`src/bcr_consts.svh`:
```
// offsets, field positions and reset values of the board control register bank
`ifndef BCR_CONSTS_SVH
`define BCR_CONSTS_SVH

// ************************************************************
// register offsets
// ************************************************************
`define BCR_OFS_BOARD_ID     6'h00
`define BCR_OFS_BOARD_VER    6'h01
`define BCR_OFS_LOGIC_VER    6'h02
`define BCR_OFS_CTRL_STAT    6'h03
`define BCR_OFS_RESET_CTRL   6'h04
`define BCR_OFS_POWER_STAT   6'h05
`define BCR_OFS_AUX_ONE      6'h06
`define BCR_OFS_SPEED_SW     6'h07
`define BCR_OFS_AUX_TWO      6'h08
`define BCR_OFS_SEQ_CTRL     6'h10
`define BCR_OFS_SEQ_STAT     6'h11
`define BCR_OFS_SEQ_CFG0     6'h12
`define BCR_OFS_SEQ_CFG1     6'h13
`define BCR_OFS_CORE_VOLT    6'h14
`define BCR_OFS_BOOT_SET     6'h16
`define BCR_OFS_SPEED0       6'h17
`define BCR_OFS_SPEED1       6'h18
`define BCR_OFS_SPEED2       6'h19
`define BCR_OFS_SYSCLK0      6'h1c
`define BCR_OFS_SYSCLK1      6'h1d
`define BCR_OFS_SYSCLK2      6'h1e
`define BCR_OFS_MEMCLK0      6'h1f
`define BCR_OFS_MEMCLK1      6'h20
`define BCR_OFS_MEMCLK2      6'h21
`define BCR_OFS_WATCHDOG     6'h24
`define BCR_OFS_LAMPS        6'h25

// ************************************************************
// field positions, in big-endian bit numbers (bit 0 is the msb)
// ************************************************************
`define BCR_BIT_IDLE         1
`define BCR_BIT_ENDPOINT     3
`define BCR_BIT_ROUTE_HI     4
`define BCR_BIT_ROUTE_LO     5
`define BCR_BIT_PASS_OFF     6
`define BCR_BIT_FAIL_OFF     7

// ************************************************************
// reset values
// ************************************************************
`define BCR_RST_CTRL_STAT    8'h00
`define BCR_RST_PASS_OFF     1'b1
`define BCR_RST_FAIL_OFF     1'b0
`define BCR_RST_RESET_CTRL   8'h8f
`define BCR_RST_ZERO         8'h00
`define BCR_RST_WATCHDOG     8'h7f
`define BCR_RST_VARIES       8'h00
`define BCR_RESERVED_READ    8'h00

`endif

```
`src/bcr_pkg.sv`:
```
// types shared by the board control register bank
package bcr_pkg;
  typedef enum logic [1:0] {
    BCR_ROUTE_DEBUG_IRQ,
    BCR_ROUTE_SOFT_RESET,
    BCR_ROUTE_USER_A,
    BCR_ROUTE_USER_B
  } bcr_route_t;

  typedef logic [7:0] bcr_byte_t;
endpackage

```
`src/bcr_wr_if.sv`:
```
// write carrier between the bus decode and the storage registers
`timescale 1ns/1ns
interface bcr_wr_if;
  logic       we;
  logic [5:0] addr;
  logic [7:0] data;
  modport src (output we, output addr, output data);
  modport dst (input we, input addr, input data);
endinterface

```
`src/bcr_store_reg.sv`:
```
// one byte-wide read/write storage register, written at its own offset
`timescale 1ns/1ns
module bcr_store_reg
  import bcr_pkg::*;
#(
  parameter logic [5:0] OFS       = 6'h00,
  parameter logic [7:0] RST_VALUE = 8'h00
)(
  // clock and reset
  input  wire logic clk,
  input  wire logic rst,
  // write path
  bcr_wr_if.dst     wr,
  // stored value
  output bcr_byte_t value
);
  bcr_byte_t value_q;
  wire       hit = wr.we && (wr.addr == OFS);

  always_ff @(posedge clk or posedge rst)
  begin
    if (rst)
      value_q <= RST_VALUE;
    else if (hit)
      value_q <= wr.data;
  end

  assign value = value_q;
endmodule

```
`src/bcr_sync2.sv`:
```
// two-flop synchroniser for an input level from outside the clock domain
`timescale 1ns/1ns
module bcr_sync2 (
  // clock and reset
  input  wire logic clk,
  input  wire logic rst,
  // level
  input  wire logic din,
  output logic      dout
);
  logic meta_q;
  logic sync_q;

  always_ff @(posedge clk or posedge rst)
  begin
    if (rst)
    begin
      meta_q <= 1'b0;
      sync_q <= 1'b0;
    end
    else
    begin
      meta_q <= din;
      sync_q <= meta_q;
    end
  end

  assign dout = sync_q;
endmodule

```
`src/bcr_bank.sv`:
```
// board control register bank behind one local-bus chip select
// ************************************************************
// How it works
// - decode byte offsets only inside chip select
// - board id read-only fixed code
// - board version code, unused revision field
// - logic version major and minor, read-only
// - bit 1 shows live processor idle
// - bit 3 mirrors bridge mode switch
// - bits 4-5 route event button
// - bit 6 set turns pass lamp off
// - bit 7 set turns fail lamp off
// - map ends 0x3f, reserved offsets no function
// ************************************************************
`timescale 1ns/1ns
`include "bcr_consts.svh"
module bcr_bank
  import bcr_pkg::*;
#(
  parameter int        ADDR_W        = 6,
  parameter bcr_byte_t BOARD_ID      = 8'h5a, // arbitrary value
  parameter logic [3:0] BOARD_VER    = 4'h1,  // arbitrary value
  parameter logic [3:0] BOARD_REV    = 4'h0,
  parameter logic [3:0] LOGIC_MAJOR  = 4'h1,  // arbitrary value
  parameter logic [3:0] LOGIC_MINOR  = 4'h0
)(
  // clock and reset
  input  wire logic              clk,
  input  wire logic              rst,
  // host local bus, one chip select
  input  wire logic              host_chip_select_three_n,
  input  wire logic              bus_we_n,
  input  wire logic              bus_oe_n,
  input  wire logic [ADDR_W-1:0] bus_addr,
  input  wire logic [7:0]        bus_wdata,
  output bcr_byte_t              bus_rdata,
  // board status inputs, asynchronous
  input  wire logic              processors_idle,
  input  wire logic              bridge_mode_switch,
  input  wire logic              event_button_n,
  input  wire logic [7:0]        power_status_in,
  input  wire logic [7:0]        clock_speed_switches_in,
  input  wire logic [7:0]        sequencer_status_in,
  // board control outputs
  output logic                   bridge_endpoint_select,
  output logic                   debugger_interrupt_n,
  output logic                   soft_reset_request_n,
  output logic                   user_debug_event_a_n,
  output logic                   user_debug_event_b_n,
  output logic                   pass_lamp_on,
  output logic                   fail_lamp_on,
  output bcr_byte_t              reset_control,
  output bcr_byte_t              sequencer_control,
  output bcr_byte_t              watchdog_setting,
  output bcr_byte_t              indicator_lamps
);
  // the decode and the synchroniser loop below are built for six address bits
  if (ADDR_W != 6)
  begin : g_bad_addr_w
    $error("bcr_bank serves a 64-byte window only");
  end

  // ************************************************************
  // input synchronisers
  // ************************************************************
  logic cs_s;
  logic we_s;
  logic oe_s;
  logic idle_s;
  logic mode_s;
  logic button_s;
  logic [7:0] power_s;
  logic [7:0] speed_s;
  logic [7:0] seqst_s;
  logic [5:0] addr_s;
  logic [7:0] wdata_s;

  // every pin passes two flops; an access costs three clocks in return
  bcr_sync2 u_cs   (.clk(clk), .rst(rst), .din(~host_chip_select_three_n), .dout(cs_s));
  bcr_sync2 u_we   (.clk(clk), .rst(rst), .din(~bus_we_n), .dout(we_s));
  bcr_sync2 u_oe   (.clk(clk), .rst(rst), .din(~bus_oe_n), .dout(oe_s));
  bcr_sync2 u_idle (.clk(clk), .rst(rst), .din(processors_idle), .dout(idle_s));
  bcr_sync2 u_mode (.clk(clk), .rst(rst), .din(bridge_mode_switch), .dout(mode_s));
  bcr_sync2 u_btn  (.clk(clk), .rst(rst), .din(~event_button_n), .dout(button_s));

  // address and data are held steady by the host while the strobe is active
  genvar g;
  generate
    for (g = 0; g < 8; g++)
    begin : g_sync
      bcr_sync2 u_pw (.clk(clk), .rst(rst), .din(power_status_in[g]), .dout(power_s[g]));
      bcr_sync2 u_sp (.clk(clk), .rst(rst), .din(clock_speed_switches_in[g]),
                      .dout(speed_s[g]));
      bcr_sync2 u_sq (.clk(clk), .rst(rst), .din(sequencer_status_in[g]), .dout(seqst_s[g]));
      bcr_sync2 u_wd (.clk(clk), .rst(rst), .din(bus_wdata[g]), .dout(wdata_s[g]));
    end
    for (g = 0; g < 6; g++)
    begin : g_async
      bcr_sync2 u_ad (.clk(clk), .rst(rst), .din(bus_addr[g]), .dout(addr_s[g]));
    end
  endgenerate

  // ************************************************************
  // write strobe: one pulse per chip-select write cycle
  // ************************************************************
  // a strobe held for many clocks writes once; the host drops it between writes
  logic wr_seen_q;
  wire  wr_req   = cs_s && we_s;
  wire  wr_pulse = wr_req && !wr_seen_q;

  always_ff @(posedge clk or posedge rst)
  begin
    if (rst)
      wr_seen_q <= 1'b0;
    else
      wr_seen_q <= wr_req;
  end

  bcr_wr_if wr ();
  assign wr.we   = wr_pulse;
  assign wr.addr = addr_s;
  assign wr.data = wdata_s;

  // big-endian bit n lives at little-endian index 7-n
  function automatic int be(input int n);
    return 7 - n;
  endfunction

  // ************************************************************
  // general control/status: only bits 4-7 are stored
  // ************************************************************
  // the pass lamp starts dark and the fail lamp lit until self-test software clears them
  logic [1:0] route_q;
  logic       pass_off_q;
  logic       fail_off_q;
  wire        csr_hit = wr_pulse && (addr_s == `BCR_OFS_CTRL_STAT);

  always_ff @(posedge clk or posedge rst)
  begin
    if (rst)
    begin
      route_q    <= 2'h0;
      pass_off_q <= `BCR_RST_PASS_OFF;
      fail_off_q <= `BCR_RST_FAIL_OFF;
    end
    else if (csr_hit)
    begin
      route_q    <= {wdata_s[be(`BCR_BIT_ROUTE_HI)], wdata_s[be(`BCR_BIT_ROUTE_LO)]};
      pass_off_q <= wdata_s[be(`BCR_BIT_PASS_OFF)];
      fail_off_q <= wdata_s[be(`BCR_BIT_FAIL_OFF)];
    end
  end

  // bits 0 and 2 are reserved and read as zero
  bcr_byte_t csr_val;
  always_comb
  begin
    csr_val = `BCR_RST_CTRL_STAT;
    csr_val[be(`BCR_BIT_IDLE)]     = idle_s;
    csr_val[be(`BCR_BIT_ENDPOINT)] = mode_s;
    csr_val[be(`BCR_BIT_ROUTE_HI)] = route_q[1];
    csr_val[be(`BCR_BIT_ROUTE_LO)] = route_q[0];
    csr_val[be(`BCR_BIT_PASS_OFF)] = pass_off_q;
    csr_val[be(`BCR_BIT_FAIL_OFF)] = fail_off_q;
  end

  // ************************************************************
  // plain storage registers
  // ************************************************************
  localparam int NST = 19;
  localparam logic [5:0] ST_OFS [NST] = '{
    `BCR_OFS_RESET_CTRL, `BCR_OFS_AUX_ONE, `BCR_OFS_AUX_TWO, `BCR_OFS_SEQ_CTRL,
    `BCR_OFS_SEQ_CFG0, `BCR_OFS_SEQ_CFG1, `BCR_OFS_CORE_VOLT, `BCR_OFS_BOOT_SET,
    `BCR_OFS_SPEED0, `BCR_OFS_SPEED1, `BCR_OFS_SPEED2, `BCR_OFS_SYSCLK0,
    `BCR_OFS_SYSCLK1, `BCR_OFS_SYSCLK2, `BCR_OFS_MEMCLK0, `BCR_OFS_MEMCLK1,
    `BCR_OFS_MEMCLK2, `BCR_OFS_WATCHDOG, `BCR_OFS_LAMPS};
  localparam bcr_byte_t ST_RST [NST] = '{
    `BCR_RST_RESET_CTRL, `BCR_RST_ZERO, `BCR_RST_ZERO, `BCR_RST_ZERO,
    `BCR_RST_ZERO, `BCR_RST_ZERO, `BCR_RST_VARIES, `BCR_RST_VARIES,
    `BCR_RST_VARIES, `BCR_RST_VARIES, `BCR_RST_VARIES, `BCR_RST_VARIES,
    `BCR_RST_VARIES, `BCR_RST_VARIES, `BCR_RST_VARIES, `BCR_RST_VARIES,
    `BCR_RST_VARIES, `BCR_RST_WATCHDOG, `BCR_RST_ZERO};

  bcr_byte_t st_val [NST];
  generate
    for (g = 0; g < NST; g++)
    begin : g_store
      bcr_store_reg #(.OFS(ST_OFS[g]), .RST_VALUE(ST_RST[g])) u_reg (
        .clk   (clk),
        .rst   (rst),
        .wr    (wr),
        .value (st_val[g])
      );
    end
  endgenerate

  // ************************************************************
  // read decode; reserved offsets read as zero
  // ************************************************************
  bcr_byte_t rd_mux;
  always_comb
  begin
    rd_mux = `BCR_RESERVED_READ;
    for (int i = 0; i < NST; i++)
    begin
      if (addr_s == ST_OFS[i])
        rd_mux = st_val[i];
    end
    unique case (addr_s)
      `BCR_OFS_BOARD_ID:   rd_mux = BOARD_ID;
      `BCR_OFS_BOARD_VER:  rd_mux = {BOARD_VER, BOARD_REV};
      `BCR_OFS_LOGIC_VER:  rd_mux = {LOGIC_MAJOR, LOGIC_MINOR};
      `BCR_OFS_CTRL_STAT:  rd_mux = csr_val;
      `BCR_OFS_POWER_STAT: rd_mux = power_s;
      `BCR_OFS_SPEED_SW:   rd_mux = speed_s;
      `BCR_OFS_SEQ_STAT:   rd_mux = seqst_s;
      default:             ;
    endcase
  end

  // read data is registered; zero when not selected for read
  // registering the mux keeps decode glitches off the bus at the cost of a clock
  bcr_byte_t rdata_q;
  wire       rd_en = cs_s && oe_s;
  always_ff @(posedge clk or posedge rst)
  begin
    if (rst)
      rdata_q <= 8'h00;
    else
      rdata_q <= rd_en ? rd_mux : 8'h00;
  end
  assign bus_rdata = rdata_q;

  // ************************************************************
  // board outputs
  // ************************************************************
  bcr_route_t route_e;
  assign route_e = bcr_route_t'(route_q);

  // registered so a route change never glitches an event line
  logic [3:0] evt_q;
  always_ff @(posedge clk or posedge rst)
  begin
    if (rst)
      evt_q <= 4'h0;
    else
      evt_q <= button_s ? (4'h1 << route_e) : 4'h0;
  end

  assign debugger_interrupt_n   = ~evt_q[BCR_ROUTE_DEBUG_IRQ];
  assign soft_reset_request_n   = ~evt_q[BCR_ROUTE_SOFT_RESET];
  assign user_debug_event_a_n   = ~evt_q[BCR_ROUTE_USER_A];
  assign user_debug_event_b_n   = ~evt_q[BCR_ROUTE_USER_B];
  assign bridge_endpoint_select = mode_s;
  assign pass_lamp_on           = ~pass_off_q;
  assign fail_lamp_on           = ~fail_off_q;
  assign reset_control          = st_val[0];
  assign sequencer_control      = st_val[3];
  assign watchdog_setting       = st_val[17];
  assign indicator_lamps        = st_val[18];
endmodule

```
`config.mk`:
```
export PLATFORM = sky130hd
export DESIGN_NAME = bcr_bank
export DESIGN_NICKNAME = d
export VERILOG_FILES = /design/src/bcr_pkg.sv /design/src/bcr_wr_if.sv /design/src/bcr_store_reg.sv /design/src/bcr_sync2.sv /design/src/bcr_bank.sv
export VERILOG_INCLUDE_DIRS = /design/src /design/src/src
export SDC_FILE = /design/constraint.sdc
export NUM_CORES = 1
export LEC_CHECK = 0
export ABC_AREA = 1
export BUFFER_PORTS_ARGS = -buffer_cell sky130_fd_sc_hd__buf_2
export CORE_AREA = 2 2 157 189
export DETAILED_ROUTE_END_ITERATION = 7
export DIE_AREA = 0 0 159 191
export GPL_ROUTABILITY_DRIVEN = 1
export MAX_ROUTING_LAYER = met4
export PLACE_DENSITY_LB_ADDON = 0.15
export SLEW_MARGIN = 10
export SYNTH_ARGS = -nofsm -noshare
export SYNTH_HDL_FRONTEND = slang
export SYNTH_SLANG_ARGS = --single-unit
```
`constraint.sdc`:
```
create_clock -name clk -period 11.3 [get_ports clk]
set_input_delay 0 -clock clk [delete_from_list [all_inputs] [get_ports clk]]
set_output_delay 0 -clock clk [all_outputs]
set_load 0.01 [all_outputs]
```
# Word level (Yosys, flattened, before mapping)
# Cells that the tools add are included.
dict set report totals {
  ff_bits 257
  latchBits 0
  ram_bits 0
  romBits 0
  input_bits 46
  elab_cells 197
  n_memories 0
}
dict set report classes {
  n_addsub 0
  mul 0
  div 0
  order_cmp 0
  n_eq_ne 25
  shift 1
  mux 22
  n_bitwise 10
  n_reduce_logical 26
}
# cell n
set ops {}
lappend ops {{2-to-1 mux 8 bit} 20}
lappend ops {{equality test 6 x 5 -> 1 bit, second input constant} 13}
lappend ops {{one-hot mux 8 bit (6 select lines)} 1}
lappend ops {{equality test 6 x 3 -> 1 bit, second input constant} 4}
lappend ops {{equality test 6 bit, second input constant} 4}
lappend ops {{logical AND 1 bit} 23}
lappend ops {{equality test 6 x 2 -> 1 bit, second input constant} 2}
lappend ops {{inverter 1 bit} 10}
lappend ops {{equality test 6 x 1 -> 1 bit, second input constant} 1}
lappend ops {{equality test 6 x 4 -> 1 bit, second input constant} 1}
lappend ops {{zero test 6 bit} 1}
lappend ops {{2-to-1 mux 4 bit} 1}
lappend ops {{<< shifter 1 x 2 -> 4 bit, first input constant} 1}
lappend ops {{OR reduction 2 bit} 1}
lappend ops {{zero test 1 bit} 1}

# Longest topological paths before layout
dict set report logic_depth {
  depth_word 22
  ltp_mapped 16
}

# By module
# From an unflattened synthesis, not the netlist that was laid out.
dict set report unflattened {
  hier_cells 1410
  hier_area_um2 11852.6
}
# module n_inst cells_each area_each_um2 seq_area_each_um2
set by_module_without_submodules {}
lappend by_module_without_submodules {bcr_sync2 44 3 53.8 50.0}
lappend by_module_without_submodules {bcr_bank 1 450 2343.5 426.7}
lappend by_module_without_submodules {{bcr_store_reg at g_store[1].u_reg ...} 3 49 386.6 200.2}
lappend by_module_without_submodules {{bcr_store_reg at g_store[10].u_reg ...} 3 41 359.1 200.2}
lappend by_module_without_submodules {{bcr_store_reg at g_store[15].u_reg ...} 2 43 389.1 200.2}
lappend by_module_without_submodules {{bcr_store_reg at g_store[16].u_reg ...} 2 42 385.4 200.2}
lappend by_module_without_submodules {{bcr_store_reg at g_store[12].u_reg ...} 2 42 365.4 200.2}
lappend by_module_without_submodules {{bcr_store_reg at g_store[17].u_reg} 1 49 395.4 209.0}
lappend by_module_without_submodules {{bcr_store_reg at g_store[11].u_reg} 1 49 384.1 200.2}
lappend by_module_without_submodules {{bcr_store_reg at g_store[5].u_reg} 1 47 381.6 200.2}
lappend by_module_without_submodules {{bcr_store_reg at g_store[0].u_reg} 1 39 375.4 206.4}
lappend by_module_without_submodules {{bcr_store_reg at g_store[2].u_reg} 1 39 369.1 200.2}
lappend by_module_without_submodules {{bcr_store_reg at g_store[14].u_reg} 1 41 361.6 200.2}
lappend by_module_without_submodules {{bcr_store_reg at g_store[8].u_reg} 1 40 357.8 200.2}

# Worst setup path before layout
# OpenSTA, ideal clock, no wires.
dict set report synth_path {
  kind {register -> register}
  startpoint {register g_async[3].u_ad.sync_q}
  endpoint {register rdata_q[0] (netlist: bus_rdata[0])}
  arrival_time_ns 1.618
  required_time_ns 11.177
  setup_slack_ns 9.559
  stages_incl_launch_ff 13
  path_buffers 0
  synth_period_minus_slack_ns 1.741
  path_cell_list {dfrtp_1 -> nor2_1 -> nand3_1 -> nor2_2 -> nand2_1 -> nand2_1 -> nand4_1 -> nor2_1 -> nand4_1 -> nor2_1 -> nand4_1 -> nand2_1 -> a21oi_1}
}
dict set report synth_between {
  elab_chain_len 22
  word_cells_on_any_way 48
}
# element line
set synth_lines {}
lappend synth_lines {{start, declared} bcr_sync2.sv:12} ;# logic sync_q;
lappend synth_lines {{start signal, assigned} bcr_sync2.sv:24} ;# sync_q <= meta_q;
lappend synth_lines {{equality test 6 x 3 -> 1 bit} bcr_bank.sv:206} ;# if (addr_s == ST_OFS[i])
lappend synth_lines {{2-to-1 mux 8 bit (19 in a row)} bcr_bank.sv:206}
lappend synth_lines {{one-hot mux 8 bit (6 select lines) *} bcr_bank.sv:209} ;# unique case (addr_s)
lappend synth_lines {{2-to-1 mux 8 bit *} bcr_bank.sv:230} ;# rdata_q <= rd_en ? rd_mux : 8'h00;
lappend synth_lines {{end signal, assigned} bcr_bank.sv:230}
lappend synth_lines {{end, declared} bcr_bank.sv:223} ;# bcr_byte_t rdata_q;
# Every way passes the cells marked *; elsewhere a longest branch is shown, timed or not.
# A chain may end at the register's enable or synchronous reset.

==> summary.txt <==
Critical path
  – Startpoint types: input port
  – CP top delay family: buffers and inverters
  – Crit-path max cell delay: 0.80 ns
  – Slowest CP cell: buf_4
  – Crit path DAT: 3.03 ns
  – WS Path Type: in2async
  – End of the critical path: g_sync[0].u_sq.meta_q$_DFF_PP0_
  – Reg-to-Reg Start: g_async[3].u_ad.dout$_DFF_PP0_
  – Crit path from: rst
  – CP bufs+invs: 5
  – CP Max Fanout: 129
  – WP depth: 5
  – Req. time, crit path: 11.87 ns
  – Most frequent CP cell: buf_4
  – R2r worst-path depth: 12
  – CP Cell Sequence: dlygate4sd3_1 > buf_2 > inv_8 > buf_4 > buf_4
  – Worst r2r dst: bus_rdata[0]$_DFF_PP0_
  – Crit path capture type: async pin
  – Flop-to-flop setup slack: 8.90 ns

Placement
  – Port Buffer Count: 92
  – Place WS: 8.74 ns
  – Gp weighted congestion: 0.851
  – Cell Area, Placed: 10700 µm²
  – HPWL Detailed: 17000 µm

Min path
  – Min-Delay Path Class: in2reg
  – Hold path depth: 2

Clocking
  – Num CTS Buffers: 26
  – Resize count post-CTS: 0
  – Clock Sinks: 257
  – Worst-case clock buffer depth: 3
  – Clock Latency Late Sink: 0.53 ns
  – Clock root cell: clkbuf_16
  – H-Tree Depth: 1
  – Clock-pin transition on the worst setup and hold timing paths: 0.06 ns
  – CTS tree: built

Logic synthesis
  – Yosys warnings: 0
  – Synthesized flop and latch total: 257
  – Syn Nets: 1083
  – Register area share after synthesis: 65.4%
  – Mapped Area: 9860 µm²
  – Cell count after synthesis: 1037
  – Synth cell types: 28
  – Syn avg cell area: 9.51 µm²

Die
  – Die span in x: 159 µm
  – FP Rows: 68
  – Initial core utilization: 34.5%
  – Height of the chip: 191 µm
  – Die Area: 30400 µm²
  – Io pins: 93
  – Placeable Area: 28600 µm²

Layout
  – Share of layout cells above drive strength 1: 15.7%
  – Design Area, Final: 12100 µm²
  – Final nets: 1217
  – Core Util, Final: 42.3%
  – Ant. Diodes: 0
  – Most frequent cells in the layout: nand2_1, dfrtp_1, o21ai_0, buf_2, inv_1
  – Commonest non-fill, non-tap cell in the layout: nand2_1
  – Area Overhead vs Synth: 22.7%

STA
  – Worst Slack Setup Final: 8.84 ns
  – Fmax: 0.407 GHz
  – Final setup violating endpoints: 0
  – Fin crit period: 2.46 ns
  – Max transition margin: 35.5%
  – Final period utilization: 21.8%
  – Final setup skew: 0.0125 ns
  – Measured slew at the worst slew-check pin: 0.968 ns
  – Setup TNS: 0 ns
  – RSZ-0062 raised after global routing: no
  – Count of pins over their slew limit: 0
  – Hold Vio Cnt, Final: 0

Route
  – Vias per cell: 4.63
  – Vias: 7293
  – Residual antenna-violating net count after detailed routing: 0
  – DRT Pass-1 Iters: 4
  – DR WL/cell: 16.3 µm
  – Final WL: 25600 µm
  – DRC violations left: 0
  – Drt first-iter violations: 445

Job
  – Maxcap violations: 0

Global routing
  – Vias in the first global route: 7409
  – Tot GR Track Use: 17.7%
  – Largest net degree at the start of global routing: 130
  – GRT overflow: 0
  – Global-route wire length before repair: 41500 µm
  – Initial antenna violation count: 0

Power
  – Peak VDD IR: 0.125 mV
  – Pwr Total: 2.08 mW
  – Pwr/cell area: 172 nW/µm²
  – Pleak: 5.49 nW

Run status
  – Status: finished, final reports clean
-- power by group --
| part | internal (mW) | total (mW) | switching (mW) |
|---|---|---|---|
| Combinational | 0.0438 | 0.121 | 0.0774 |
| Clock | 0.591 | 0.948 | 0.357 |
| Sequential | 0.976 | 1.01 | 0.0314 |
| Total | 1.61 | 2.08 | 0.466 |
-- worst min-delay path by stage --
stage,startpoint,end,slack (ns)
3_3_place_gp,sequencer_status_in[1],g_sync[1].u_sq.meta_q$_DFF_PP0_,0.11
4_1_cts,clock_speed_switches_in[3],g_sync[3].u_sp.meta_q$_DFF_PP0_,0.08
2_1_floorplan,bus_addr[0],g_async[0].u_ad.meta_q$_DFF_PP0_,0.03
6_report,power_status_in[3],g_sync[3].u_pw.meta_q$_DFF_PP0_,0.11
5_1_grt,bus_wdata[3],g_sync[3].u_wd.meta_q$_DFF_PP0_,0.09
3_5_place_dp,sequencer_status_in[1],g_sync[1].u_sq.meta_q$_DFF_PP0_,0.11
-- stage by stage --
step           hold slack [ns]  std cells
2_1_floorplan           0.0314       1037
3_3_place_gp             0.107       1483
3_5_place_dp             0.109       1483
4_1_cts                 0.0838       1576
5_1_grt                 0.0937       1576
6_report                 0.111       1576
-- registers in the layout, summed over array words and instances, names as in the netlist, 4 cells and up --
register	cells
g_sync.u_pw.dout	8
g_sync.u_sp.meta_q	8
g_sync.u_sq.meta_q	8
g_sync.u_sp.dout	8
g_sync.u_wd.dout	8
g_sync.u_pw.meta_q	8
evt_q	4
bus_rdata	8
g_async.u_ad.dout	6
g_store.u_reg.value	152
g_sync.u_sq.dout	8
g_sync.u_wd.meta_q	8
g_async.u_ad.meta_q	6
-- Yosys cell counts, drive strengths merged --
library cell  instances  area, µm²
nand2               329       1240
nand4                26        163
o21ai               162        811
inv                  78        293
nor3                  9       71.3
dfstp                13        342
buf                   6       33.8
a221oi                4       35.0
a21oi                17       88.8
a22o                  1       8.76
clkbuf               29        109
nor2                 87        384
a22oi                 2       15.0
and3                  1       6.26
dfrtp               244       6110
nor3b                 2       15.0
nand3                27        140
-- per-layer routing --
| layer | wire length (µm) | vias to the layer above | global-route usage, % |
|---|---|---|---|
| met3 | 916 | 21 | 2.23 |
| met4 | 339 | 0 | 3.64 |
| met2 | 12700 | 142 | 30.2 |
| met1 | 11700 | 3529 | 22.9 |
| li1 | - | 3601 | - |
| met5 | 0 | - | - |
-- worst register-to-register path: cells and delay by family (launching register included) --
kind,cells,cell delay (ns)
and+or+nand+nor,11,1.84
DFF,1,0.40
AOI/OAI and AO/OA,1,0.06
-- cell families after synthesis --
group	share of synthesized area, %
DFF	65.4
and+or+nand+nor	20.5
AOI/OAI and AO/OA	9.72
buffers and inverters	4.41
-- final cells by class --
| class | count | area [µm²] |
|---|---|---|
| Clock inverter | 9 | 175 |
| Inverter | 78 | 300 |
| Tap cell | 385 | 482 |
| Timing Repair Buffer | 141 | 941 |
| Sequential cell | 257 | 6450 |
| Clock buffer | 39 | 781 |
| Fill cell | 2816 | 16500 |
| Multi-Input combinational cell | 667 | 2980 |
-- timing repair --
item                                    4_1_cts  5_1_grt
setup buffers                                 0        0
hold endpoints to repair                    169        0
hold buffers                                 45        0
endpoints found under the setup margin        0        0
Note: power is estimated with default switching activity, not from simulation.
